<file path="src/rtl/acl_window_pkg.sv">
// Constants for the per-port access-control table window
package acl_window_pkg;
    // ------------------------------------------------------------
    // Register indices (byte address is four times the index)
    // ------------------------------------------------------------
    localparam logic [11:0] IDX_STAGE_FIRST = 12'h600; // Staging byte at offset 0
    localparam logic [11:0] IDX_REMARK_LOW = 12'h60b; // Remark LSB and map mode
    localparam logic [11:0] IDX_SPARE = 12'h60c; // Spare staging byte
    localparam logic [11:0] IDX_FWD_MAP = 12'h60d; // Forwarding port map
    localparam logic [11:0] IDX_RULESET_HI = 12'h60e; // Ruleset upper byte
    localparam logic [11:0] IDX_RULESET_LO = 12'h60f; // Ruleset lower byte
    localparam logic [11:0] IDX_SEL_HIGH = 12'h610; // Byte select, staging 0..7
    localparam logic [11:0] IDX_SEL_LOW = 12'h611; // Byte select, staging 8..F, launches
    localparam logic [11:0] IDX_CONTROL = 12'h612; // Transfer control and status
    localparam int ADDR_SHIFT = 2; // Word per register
    // ------------------------------------------------------------
    // Staging byte positions and fields
    // ------------------------------------------------------------
    localparam int STAGE_BYTES = 16; // Staging bytes per entry
    localparam int STAGE_REMARK_HI = 10; // Holds remark priority [2:1] in bits 1:0
    localparam int STAGE_REMARK_LO = 11; // Holds remark priority [0] in bit 7
    localparam int STAGE_FWD = 13; // Forwarding map byte
    localparam int STAGE_RULE_HI = 14; // Ruleset [15:8]
    localparam int STAGE_RULE_LO = 15; // Ruleset [7:0]
    localparam int REMARK_LSB_BIT = 7; // Remark priority LSB position
    localparam int MAP_MODE_LSB = 5; // Map mode field, bits 6:5
    localparam int FWD_WIDTH = 7; // Forward map bits 6:0
    // ------------------------------------------------------------
    // Control register fields and reset values
    // ------------------------------------------------------------
    localparam int CTL_WR_STATUS = 6; // Write complete flag
    localparam int CTL_RD_STATUS = 5; // Read complete flag
    localparam int CTL_DIR = 4; // 1 = write, 0 = read
    localparam int INDEX_WIDTH = 4; // Table entry index width
    localparam logic [7:0] STAGE_RESET = 8'h00; // Staging reset value
    localparam logic [7:0] SEL_RESET = 8'h00; // Byte select reset value
    localparam logic [3:0] INDEX_RESET = 4'h0; // Entry index reset value
    localparam int XFER_CYCLES_DEF = 4; // Table access latency in clocks
endpackage

</file>
<file path="src/rtl/ahb_reg_port.sv">
// AHB-Lite slave front end: address phase capture and registered read data
`timescale 1ns/1ps
`default_nettype none
module ahb_reg_port
    import acl_window_pkg::*;
(
    input wire logic mclk, // System clock
    input wire logic nrst, // Asynchronous reset, active low
    input wire logic hsel, // Slave select
    input wire logic [31:0] haddr, // Byte address
    input wire logic [1:0] htrans, // Transfer type
    input wire logic hwrite, // 1 = write
    input wire logic [2:0] hsize, // Transfer size, word only
    input wire logic [31:0] hwdata, // Write data
    input wire logic hready, // Bus ready in
    output logic [31:0] hrdata, // Read data
    output logic hreadyout, // Always ready
    output logic hresp, // Always OKAY
    input wire logic [7:0] rd_value, // Read value for haddr
    output logic [11:0] wr_index, // Register index of write
    output logic [7:0] wr_data, // Write byte
    output logic wr_strobe // One-cycle write pulse
);
    // ------------------------------------------------------------
    // Address phase capture
    // ------------------------------------------------------------
    logic take; // Valid transfer accepted this edge
    logic wr_pend; // Write data phase pending
    logic [11:0] wr_idx_q; // Captured index
    assign take = hsel && hready && htrans[1];
    assign hreadyout = 1'b1; // No wait states; every register answers at once
    assign hresp = 1'b0;

    // Latch write intent so data is taken in the next cycle
    always_ff @(posedge mclk or negedge nrst) begin
        if (!nrst) begin
            wr_pend <= 1'b0;
            wr_idx_q <= 12'h000;
        end else begin
            wr_pend <= take && hwrite;
            if (take) begin
                wr_idx_q <= haddr[13:2];
            end
        end
    end

    // Read data fetched at address phase so it stands through the data phase
    always_ff @(posedge mclk or negedge nrst) begin
        if (!nrst) begin
            hrdata <= 32'h0000_0000;
        end else if (take && !hwrite) begin
            hrdata <= {24'h00_0000, rd_value};
        end
    end

    assign wr_strobe = wr_pend;
    assign wr_index = wr_idx_q;
    assign wr_data = hwdata[7:0]; // Upper lanes ignored, registers are 8 bits
endmodule
`default_nettype wire

</file>
<file path="src/rtl/acl_table_store.sv">
// Flip-flop storage of the access-control table with per-byte write mask
`timescale 1ns/1ps
`default_nettype none
module acl_table_store
    import acl_window_pkg::*;
#(
    parameter int ENTRIES = 16 // Number of table entries
)
(
    input wire logic mclk, // System clock
    input wire logic nrst, // Asynchronous reset, active low
    input wire logic [INDEX_WIDTH-1:0] index, // Entry addressed
    input wire logic store, // Write pulse
    input wire logic [STAGE_BYTES-1:0] mask, // Bit i enables byte i
    input wire logic [8*STAGE_BYTES-1:0] wdata, // Byte i at [8i+:8]
    output logic [8*STAGE_BYTES-1:0] rdata // Entry content
);
    // ------------------------------------------------------------
    // Storage
    // ------------------------------------------------------------
    logic [8*STAGE_BYTES-1:0] mem [ENTRIES]; // Table entries

    // Masked update; disabled bytes keep their old content
    always_ff @(posedge mclk or negedge nrst) begin
        if (!nrst) begin
            for (int e = 0; e < ENTRIES; e++) begin
                mem[e] <= '0;
            end
        end else if (store) begin
            for (int b = 0; b < STAGE_BYTES; b++) begin
                if (mask[b]) begin
                    mem[index][8*b +: 8] <= wdata[8*b +: 8];
                end
            end
        end
    end

    assign rdata = mem[index];
endmodule
`default_nettype wire

</file>
<file path="src/rtl/acl_indirect_access_regs.sv">
// Indirect access window to one port's access-control table over AHB-Lite
`timescale 1ns/1ps
`default_nettype none
module acl_indirect_access_regs
    import acl_window_pkg::*;
#(
    parameter int XFER_CYCLES = XFER_CYCLES_DEF, // Clocks per table transfer
    parameter int ENTRIES = 16 // Table depth
)
(
    input wire logic mclk, // 25 MHz system clock
    input wire logic nrst, // Asynchronous reset, active low
    input wire logic hsel, // AHB slave select
    input wire logic [31:0] haddr, // AHB byte address
    input wire logic [1:0] htrans, // AHB transfer type
    input wire logic hwrite, // AHB write flag
    input wire logic [2:0] hsize, // AHB size
    input wire logic [31:0] hwdata, // AHB write data
    input wire logic hready, // AHB ready in
    output logic [31:0] hrdata, // AHB read data
    output logic hreadyout, // AHB ready out
    output logic hresp, // AHB response
    output logic [2:0] remark_priority, // Staged remark priority
    output logic [1:0] map_mode, // Staged map mode
    output logic [FWD_WIDTH-1:0] port_forward_mask, // Staged forward map, bit 0 = port 1
    output logic [15:0] ruleset, // Staged ruleset
    output logic transfer_busy // Table transfer in progress
);
    // ------------------------------------------------------------
    // Declarations
    // ------------------------------------------------------------
    localparam int CNT_W = $clog2(XFER_CYCLES + 1); // Counter width
    localparam logic [CNT_W-1:0] CNT_LAST = CNT_W'(XFER_CYCLES - 1); // Final count

    logic [7:0] stage [STAGE_BYTES]; // Staging bytes 0..F
    logic [7:0] sel_high; // Byte select [15:8]
    logic [7:0] sel_low; // Byte select [7:0]
    logic dir_write; // Direction bit
    logic [INDEX_WIDTH-1:0] table_entry_index; // Entry for next transfer
    logic wr_done; // Write status flag
    logic rd_done; // Read status flag
    logic busy; // Transfer in progress
    logic [CNT_W-1:0] cnt; // Transfer cycle count
    logic xfer_write; // Direction snapshot
    logic [INDEX_WIDTH-1:0] xfer_index; // Index snapshot
    logic [STAGE_BYTES-1:0] xfer_mask; // Byte mask snapshot, bit i = staging byte i
    logic finish; // Last cycle of a transfer
    logic launch; // Accepted launch
    logic [11:0] wr_index; // Bus write index
    logic [7:0] wr_data; // Bus write byte
    logic wr_strobe; // Bus write pulse
    logic [7:0] rd_value; // Read mux output
    logic [8*STAGE_BYTES-1:0] stage_flat; // Staging bytes for the store
    logic [8*STAGE_BYTES-1:0] entry_data; // Addressed entry content
    logic [7:0] control_value; // Control register readback

    // ------------------------------------------------------------
    // Helpers
    // ------------------------------------------------------------
    // Staging byte i is enabled by select bit 15-i across both registers
    function automatic logic [STAGE_BYTES-1:0] byte_mask(input logic [7:0] hi,
                                                        input logic [7:0] lo);
        logic [15:0] sel;
        logic [STAGE_BYTES-1:0] m;
        sel = {hi, lo};
        m = '0;
        for (int i = 0; i < STAGE_BYTES; i++) begin
            m[i] = sel[15 - i];
        end
        return m;
    endfunction

    // True when a 12-bit index falls within the staging bytes
    function automatic logic is_stage(input logic [11:0] idx);
        return idx >= IDX_STAGE_FIRST && idx <= IDX_RULESET_LO;
    endfunction

    // ------------------------------------------------------------
    // Bus front end and table storage
    // ------------------------------------------------------------
    ahb_reg_port u_port (
        .mclk(mclk),
        .nrst(nrst),
        .hsel(hsel),
        .haddr(haddr),
        .htrans(htrans),
        .hwrite(hwrite),
        .hsize(hsize),
        .hwdata(hwdata),
        .hready(hready),
        .hrdata(hrdata),
        .hreadyout(hreadyout),
        .hresp(hresp),
        .rd_value(rd_value),
        .wr_index(wr_index),
        .wr_data(wr_data),
        .wr_strobe(wr_strobe)
    );

    always_comb begin
        for (int i = 0; i < STAGE_BYTES; i++) begin
            stage_flat[8*i +: 8] = stage[i];
        end
    end

    acl_table_store #(
        .ENTRIES(ENTRIES)
    ) u_store (
        .mclk(mclk),
        .nrst(nrst),
        .index(xfer_index),
        .store(finish && xfer_write),
        .mask(xfer_mask),
        .wdata(stage_flat),
        .rdata(entry_data)
    );

    // ------------------------------------------------------------
    // Launch and transfer sequencing
    // ------------------------------------------------------------
    // A launch during a running transfer is dropped; the host must wait
    // Read data is captured in the address phase, so a read pipelined right
    // behind a write to the same register returns the old value
    assign launch = wr_strobe && wr_index == IDX_SEL_LOW && !busy;
    assign finish = busy && cnt == CNT_LAST;

    // Snapshot of direction, index and mask so software may rewrite control and select freely; staging bytes are used live at finish
    always_ff @(posedge mclk or negedge nrst) begin
        if (!nrst) begin
            busy <= 1'b0;
            cnt <= '0;
            xfer_write <= 1'b0;
            xfer_index <= INDEX_RESET;
            xfer_mask <= '0;
        end else if (launch) begin
            busy <= 1'b1;
            cnt <= '0;
            xfer_write <= dir_write;
            xfer_index <= table_entry_index;
            xfer_mask <= byte_mask(sel_high, wr_data);
        end else if (finish) begin
            busy <= 1'b0;
            cnt <= '0;
        end else if (busy) begin
            cnt <= cnt + 1'b1;
        end
    end

    // Status flags: only the launched direction's flag cleared at launch, both set on completion
    always_ff @(posedge mclk or negedge nrst) begin
        if (!nrst) begin
            wr_done <= 1'b1;
            rd_done <= 1'b1;
        end else if (launch) begin
            wr_done <= !dir_write;
            rd_done <= dir_write;
        end else if (finish) begin
            wr_done <= 1'b1;
            rd_done <= 1'b1;
        end
    end

    // ------------------------------------------------------------
    // Software registers
    // ------------------------------------------------------------
    // Select and control fields
    always_ff @(posedge mclk or negedge nrst) begin
        if (!nrst) begin
            sel_high <= SEL_RESET;
            sel_low <= SEL_RESET;
            dir_write <= 1'b0;
            table_entry_index <= INDEX_RESET;
        end else if (wr_strobe) begin
            case (wr_index)
                IDX_SEL_HIGH: sel_high <= wr_data;
                IDX_SEL_LOW: sel_low <= wr_data;
                IDX_CONTROL: begin
                    dir_write <= wr_data[CTL_DIR];
                    table_entry_index <= wr_data[INDEX_WIDTH-1:0];
                end
                default: begin
                end
            endcase
        end
    end

    // Staging bytes; a read completion beats a bus write to the same byte
    always_ff @(posedge mclk or negedge nrst) begin
        if (!nrst) begin
            for (int i = 0; i < STAGE_BYTES; i++) begin
                stage[i] <= STAGE_RESET;
            end
        end else begin
            for (int i = 0; i < STAGE_BYTES; i++) begin
                if (finish && !xfer_write && xfer_mask[i]) begin
                    stage[i] <= entry_data[8*i +: 8];
                end else if (wr_strobe && is_stage(wr_index)
                             && wr_index[3:0] == 4'(i)) begin
                    stage[i] <= wr_data;
                end
            end
        end
    end

    // ------------------------------------------------------------
    // Read mux and staged field outputs
    // ------------------------------------------------------------
    assign control_value = {1'b0, wr_done, rd_done, dir_write, table_entry_index};

    // Unmapped addresses read as zero with an OKAY response
    always_comb begin
        rd_value = 8'h00;
        if (is_stage(haddr[13:2])) begin
            rd_value = stage[haddr[5:2]];
        end else begin
            case (haddr[13:2])
                IDX_SEL_HIGH: rd_value = sel_high;
                IDX_SEL_LOW: rd_value = sel_low;
                IDX_CONTROL: rd_value = control_value;
                default: rd_value = 8'h00;
            endcase
        end
    end

    assign remark_priority = {stage[STAGE_REMARK_HI][1:0],
                              stage[STAGE_REMARK_LO][REMARK_LSB_BIT]};
    assign map_mode = stage[STAGE_REMARK_LO][MAP_MODE_LSB +: 2];
    assign port_forward_mask = stage[STAGE_FWD][FWD_WIDTH-1:0];
    assign ruleset = {stage[STAGE_RULE_HI], stage[STAGE_RULE_LO]};
    assign transfer_busy = busy;

    // ------------------------------------------------------------
    // Assertions
    // ------------------------------------------------------------
    remark_lsb_a: assert property (@(posedge mclk) disable iff (!nrst)
        remark_priority[0] == stage[STAGE_REMARK_LO][7]
        && remark_priority[2:1] == stage[STAGE_REMARK_HI][1:0])
        else $error("remark priority bits misplaced");

    forward_map_a: assert property (@(posedge mclk) disable iff (!nrst)
        wr_strobe && wr_index == IDX_FWD_MAP && !finish
        |=> port_forward_mask == $past(wr_data[6:0]))
        else $error("forward map not taken from write");

    launch_start_a: assert property (@(posedge mclk) disable iff (!nrst)
        launch |=> busy && xfer_index == $past(table_entry_index)
        && xfer_write == $past(dir_write))
        else $error("launch did not start transfer");

    high_select_a: assert property (@(posedge mclk) disable iff (!nrst)
        launch |=> xfer_mask[7] == $past(sel_high[0]) && xfer_mask[0] == $past(sel_high[7]))
        else $error("high select mapping wrong");

    low_select_a: assert property (@(posedge mclk) disable iff (!nrst)
        launch |=> xfer_mask[15] == $past(wr_data[0]) && xfer_mask[8] == $past(wr_data[7]))
        else $error("low select mapping wrong");

    write_status_a: assert property (@(posedge mclk) disable iff (!nrst)
        launch && dir_write |=> !wr_done [*4] ##1 wr_done)
        else $error("write status timing wrong");

    read_status_a: assert property (@(posedge mclk) disable iff (!nrst)
        launch && !dir_write |=> !rd_done [*4] ##1 rd_done)
        else $error("read status timing wrong");

    masked_read_a: assert property (@(posedge mclk) disable iff (!nrst)
        finish && !xfer_write && !xfer_mask[STAGE_RULE_LO] && !wr_strobe
        |=> $stable(stage[STAGE_RULE_LO]))
        else $error("disabled staging byte changed by read");

    masked_write_a: assert property (@(posedge mclk) disable iff (!nrst)
        finish && xfer_write && !xfer_mask[0]
        |=> entry_data[7:0] == $past(entry_data[7:0]))
        else $error("disabled table byte changed by write");

    idle_status_a: assert property (@(posedge mclk) disable iff (!nrst)
        !busy |-> wr_done && rd_done)
        else $error("status low while idle");

    // Completion data paths, watched at the ruleset low byte
    read_load_a: assert property (@(posedge mclk) disable iff (!nrst)
        finish && !xfer_write && xfer_mask[STAGE_RULE_LO]
        |=> stage[STAGE_RULE_LO] == $past(entry_data[8*STAGE_RULE_LO +: 8]))
        else $error("enabled staging byte not loaded by read");

    write_store_a: assert property (@(posedge mclk) disable iff (!nrst)
        finish && xfer_write && xfer_mask[STAGE_RULE_LO]
        |=> entry_data[8*STAGE_RULE_LO +: 8] == $past(stage[STAGE_RULE_LO]))
        else $error("enabled table byte not stored by write");

    launch_drop_a: assert property (@(posedge mclk) disable iff (!nrst)
        wr_strobe && wr_index == IDX_SEL_LOW && busy
        |=> $stable(xfer_mask) && $stable(xfer_index))
        else $error("launch taken while busy");
endmodule
`default_nettype wire

</file>
<file path="config.mk">
export PLATFORM = sky130hd
export DESIGN_NAME = acl_indirect_access_regs
export DESIGN_NICKNAME = d
export VERILOG_FILES = /design/src/rtl/acl_window_pkg.sv /design/src/rtl/ahb_reg_port.sv /design/src/rtl/acl_table_store.sv /design/src/rtl/acl_indirect_access_regs.sv
export SDC_FILE = /design/constraint.sdc
export NUM_CORES = 2
export LEC_CHECK = 0
export BUFFER_PORTS_ARGS = -buffer_cell sky130_fd_sc_hd__buf_4
export CORE_ASPECT_RATIO = 0.5
export CORE_MARGIN = 2
export CORE_UTILIZATION = 63
export DETAILED_ROUTE_END_ITERATION = 10
export PLACE_DENSITY = 0.76
export SLEW_MARGIN = 20
export SYNTH_ARGS = -nofsm -noshare
export SYNTH_HDL_FRONTEND = slang
export SYNTH_SLANG_ARGS = --single-unit
</file>
<file path="constraint.sdc">
create_clock -name mclk -period 3.1 [get_ports mclk]
set_clock_uncertainty 0.15 [all_clocks]
set_input_delay 0.31 -clock mclk [delete_from_list [all_inputs] [get_ports mclk]]
set_output_delay 0.31 -clock mclk [all_outputs]
set_load 0.1 [all_outputs]
</file>
==> out/metrics.yaml <==
drv_cap: 0
die-height_um: 289
hold_path_class: "input pin to flip-flop"
timing.slew.headroom: 0.326
synthesis.area_mm2: 0.102
viasPerCell: 6.78
cts.sinks: 2245
instances_no_fill: 8857
vias: 60024
clk_path_buf_depth: 4
first_global_vias: 63040
hold_viol: 0
insertion_delay_ns: 0.85
synth_cell_types: 50
portBuffers: 62
num_io_pins: 137
fin_crit_ns: 3.03
grt-ovfl-total: 0
start_util: 0.634
rsz0062_at_grt: "no"
antenna_found_initial: 12
startpoint_type: "flip-flop"
htree_num_levels: 4
period_share: 0.976
placedCellCount: 8482
tightest_slew_ns: 1.01
drtAntennaViolNets: 0
first_pass_iters: 6
track_usage: 0.331
grt_max_degree: 130
synth_edf_count: 0
die_x_um: 573
post_cts_buffers: 0
synth-async-reset-ratio: 1.00
synth_seq_cells: 2245
leakagePower_nw: 55.3
irDropWorstVdd_v: 0.000435
criticalPathCategory: "flip-flop to flip-flop"
cts.root.buffer_cell: "clkbuf_16"
powerDensity_mw_per_mm2: 502
cts_made_buffers: 196
place.gp.congestion: 0.904
yosys_warnings: 0
setup-violations-final: 0
final_nets: 6606
crit_arrival_ns: 3.59
syn_inst: 6516
slew_viol_final: 0
crit_path_end_kind: "flip-flop"
fmax_mhz: 330
status: "completed"
seq_area_frac_synth: 0.551
synth_top_flop_cell: "dfrtp_1"
grt_pass1_wl_mm: 408
crit_fanout: 17
cp.required_ns: 3.66
drt-total-wl_mm: 270
wl_per_cell_um: 30.5
cts_tree: "yes"
rows: 104
core-area_mm2: 0.161
place_hpwl_mm: 173
area_growth_pct: 10.1
finalSetupTns_ns: 0
cts.clk_slew.worst_paths_ns: 0.07
dieArea_mm2: 0.165
drive_gt1_frac: 0.421
drc: 0
avgSynthCellArea_um2: 15.7
drtIter0Drc: 5428
-- synth_stat cells (9+ instances only) --
library cell,instances,area share
mux4_2,544,0.12
mux2_1,626,0.069
mux2i_1,133,0.013
dfrtp_1,2243,0.55
buf_2,97,0.0048
nand4_1,9,0.00055
nand2_1,146,0.0054
or4_1,11,0.00081
clkbuf_1,278,0.010
mux2_2,1491,0.16
nor3_1,131,0.0064
a22o_1,256,0.022
inv_1,9,0.00033
a21oi_1,128,0.0063
o21ai_0,11,0.00054
nor2_1,24,0.00088
and2_1,18,0.0011
buf_4,76,0.0056
nand2_2,141,0.0086
buf_1,59,0.0022
-- what timing repair did --
item                                    CTS  global route
setup endpoints to repair                 0           146
hold buffers                             24             0
endpoints found under the hold margin  1348             0
resized for setup                         0             5
-- metal layers --
metal / up-vias / routed length (um) / track usage
li1: 24484 / - / -
met1: 32827 / 115000 / 0.479
met2: 2208 / 123000 / 0.498
met3: 493 / 23800 / 0.0855
met4: 12 / 8470 / 0.103
met5: - / 118 / 0
-- cells in the final DEF (no fill, tap or decap), types with 3 or more instances in the layout --
| cell type | synthesis | final |
|---|---|---|
| mux2i_1 | 133 | 133 |
| inv_1 | 9 | 9 |
| nor4_1 | 8 | 8 |
| bufinv_16 | 0 | 15 |
| clkbuf_8 | 0 | 57 |
| nand2b_1 | 7 | 7 |
| dfrtp_1 | 2243 | 2241 |
| nor3_4 | 0 | 4 |
| nor2_1 | 24 | 14 |
| nor3b_1 | 3 | 3 |
| or4_1 | 11 | 11 |
| nand2_2 | 141 | 141 |
| and4_1 | 8 | 8 |
| and2_1 | 18 | 12 |
| dlygate4sd3_1 | 0 | 23 |
| mux4_2 | 544 | 544 |
| buf_16 | 0 | 3 |
| a22o_1 | 256 | 256 |
| clkinvlp_4 | 0 | 4 |
| nand2_1 | 146 | 146 |
| o21ai_0 | 11 | 11 |
| and4b_1 | 3 | 3 |
| clkbuf_1 | 278 | 32 |
| clkbuf_16 | 0 | 199 |
| mux2_1 | 626 | 626 |
| a221oi_1 | 7 | 7 |
| a21oi_1 | 128 | 128 |
| or4bb_1 | 3 | 3 |
| mux2_2 | 1491 | 1491 |
| diode_2 | 0 | 5 |
| nor2_4 | 0 | 13 |
| clkinv_2 | 0 | 33 |
| a31oi_1 | 8 | 8 |
| inv_6 | 0 | 3 |
| and2_2 | 0 | 5 |
| buf_4 | 76 | 223 |
| nand4_1 | 9 | 9 |
| buf_12 | 0 | 56 |
| nor3_1 | 131 | 131 |
| conb_1 | 2 | 26 |
-- critical path: stages, from the launching register on --
cell      delay, ns
dfrtp_4        0.42
buf_12         0.25
buf_4          0.27
nand2b_1       0.30
nor2_4         0.20
buf_4          0.45
nand2_1        0.44
mux2_2         0.40
-- flip-flops by register name (all words and copies together), names as in the netlist --
register,cells
u_port.hrdata,8
transfer_busy,1
ruleset,16
wr_done,1
rd_done,1
xfer_index,4
xfer_write,1
stage,100
table_entry_index,4
xfer_mask,16
cnt,3
remark_priority,3
u_port.wr_strobe,1
port_forward_mask,7
dir_write,1
sel_low,8
sel_high,8
u_port.wr_index,12
map_mode,2
u_store.mem,2048
-- metrics by stage --
stage | worst slack [ns] | instance area [um2] | util | hold WS, ns | total power, mW
global route | 0.0503 | 112000 | 0.698 | 0.0182 | 58.0
floorplan | 0.362 | 102000 | - | -0.136 | 30.5
finish | 0.0735 | 112000 | 0.699 | 0.0383 | 56.4
global placement | 0.130 | 105000 | 0.655 | 0.135 | 31.4
CTS | 0.00139 | 112000 | 0.698 | 0.0120 | 56.6
detailed placement | 0.0471 | 105000 | 0.656 | 0.143 | 31.5
-- final timing paths --
kind | from | end | slack, ns | depth (start not counted)
max | xfer_index[0] | u_store.mem[1806] | 0.07 | 7
min | hwdata[7] | stage[47] | 0.04 | 3
max reg2reg | xfer_index[0] | u_store.mem[1806] | 0.07 | 7
min reg2reg | u_store.mem[1211] | u_store.mem[1211] | 0.34 | 1
max in group asynchronous | nrst | u_store.mem[1232] | 1.74 | 4
min in group asynchronous | nrst | u_store.mem[497] | 0.26 | 3
-- final cells by class --
class | count | area (um2)
sequential | 2245 | 56200
timing repair buffer | 305 | 3110
antenna | 5 | 12.5
clock buffer | 288 | 5880
inverter | 9 | 33.8
tap | 2173 | 2720
fill | 10372 | 48500
clock inverter | 58 | 713
multi-input combinational | 3774 | 43700
-- where the power goes --
group / switching [mW] / internal (mW)
Sequential: 0.132 / 29.3
Clock: 11.0 / 14.4
Combinational: 1.20 / 0.301
Total: 12.3 / 44.0
-- kinds of logic after synthesis --
kind of cell,after synthesis,synth area share
buffers and inverters,521,0.0233
AO/OA/AOI/OAI,411,0.0300
multiplexers,2794,0.367
other,2,0.0000736
adder cells (fa/ha/maj),1,0.000123
AND/OR/NAND/NOR,542,0.0288
flip-flops,2245,0.551
Power figures use the tool's default switching activity.
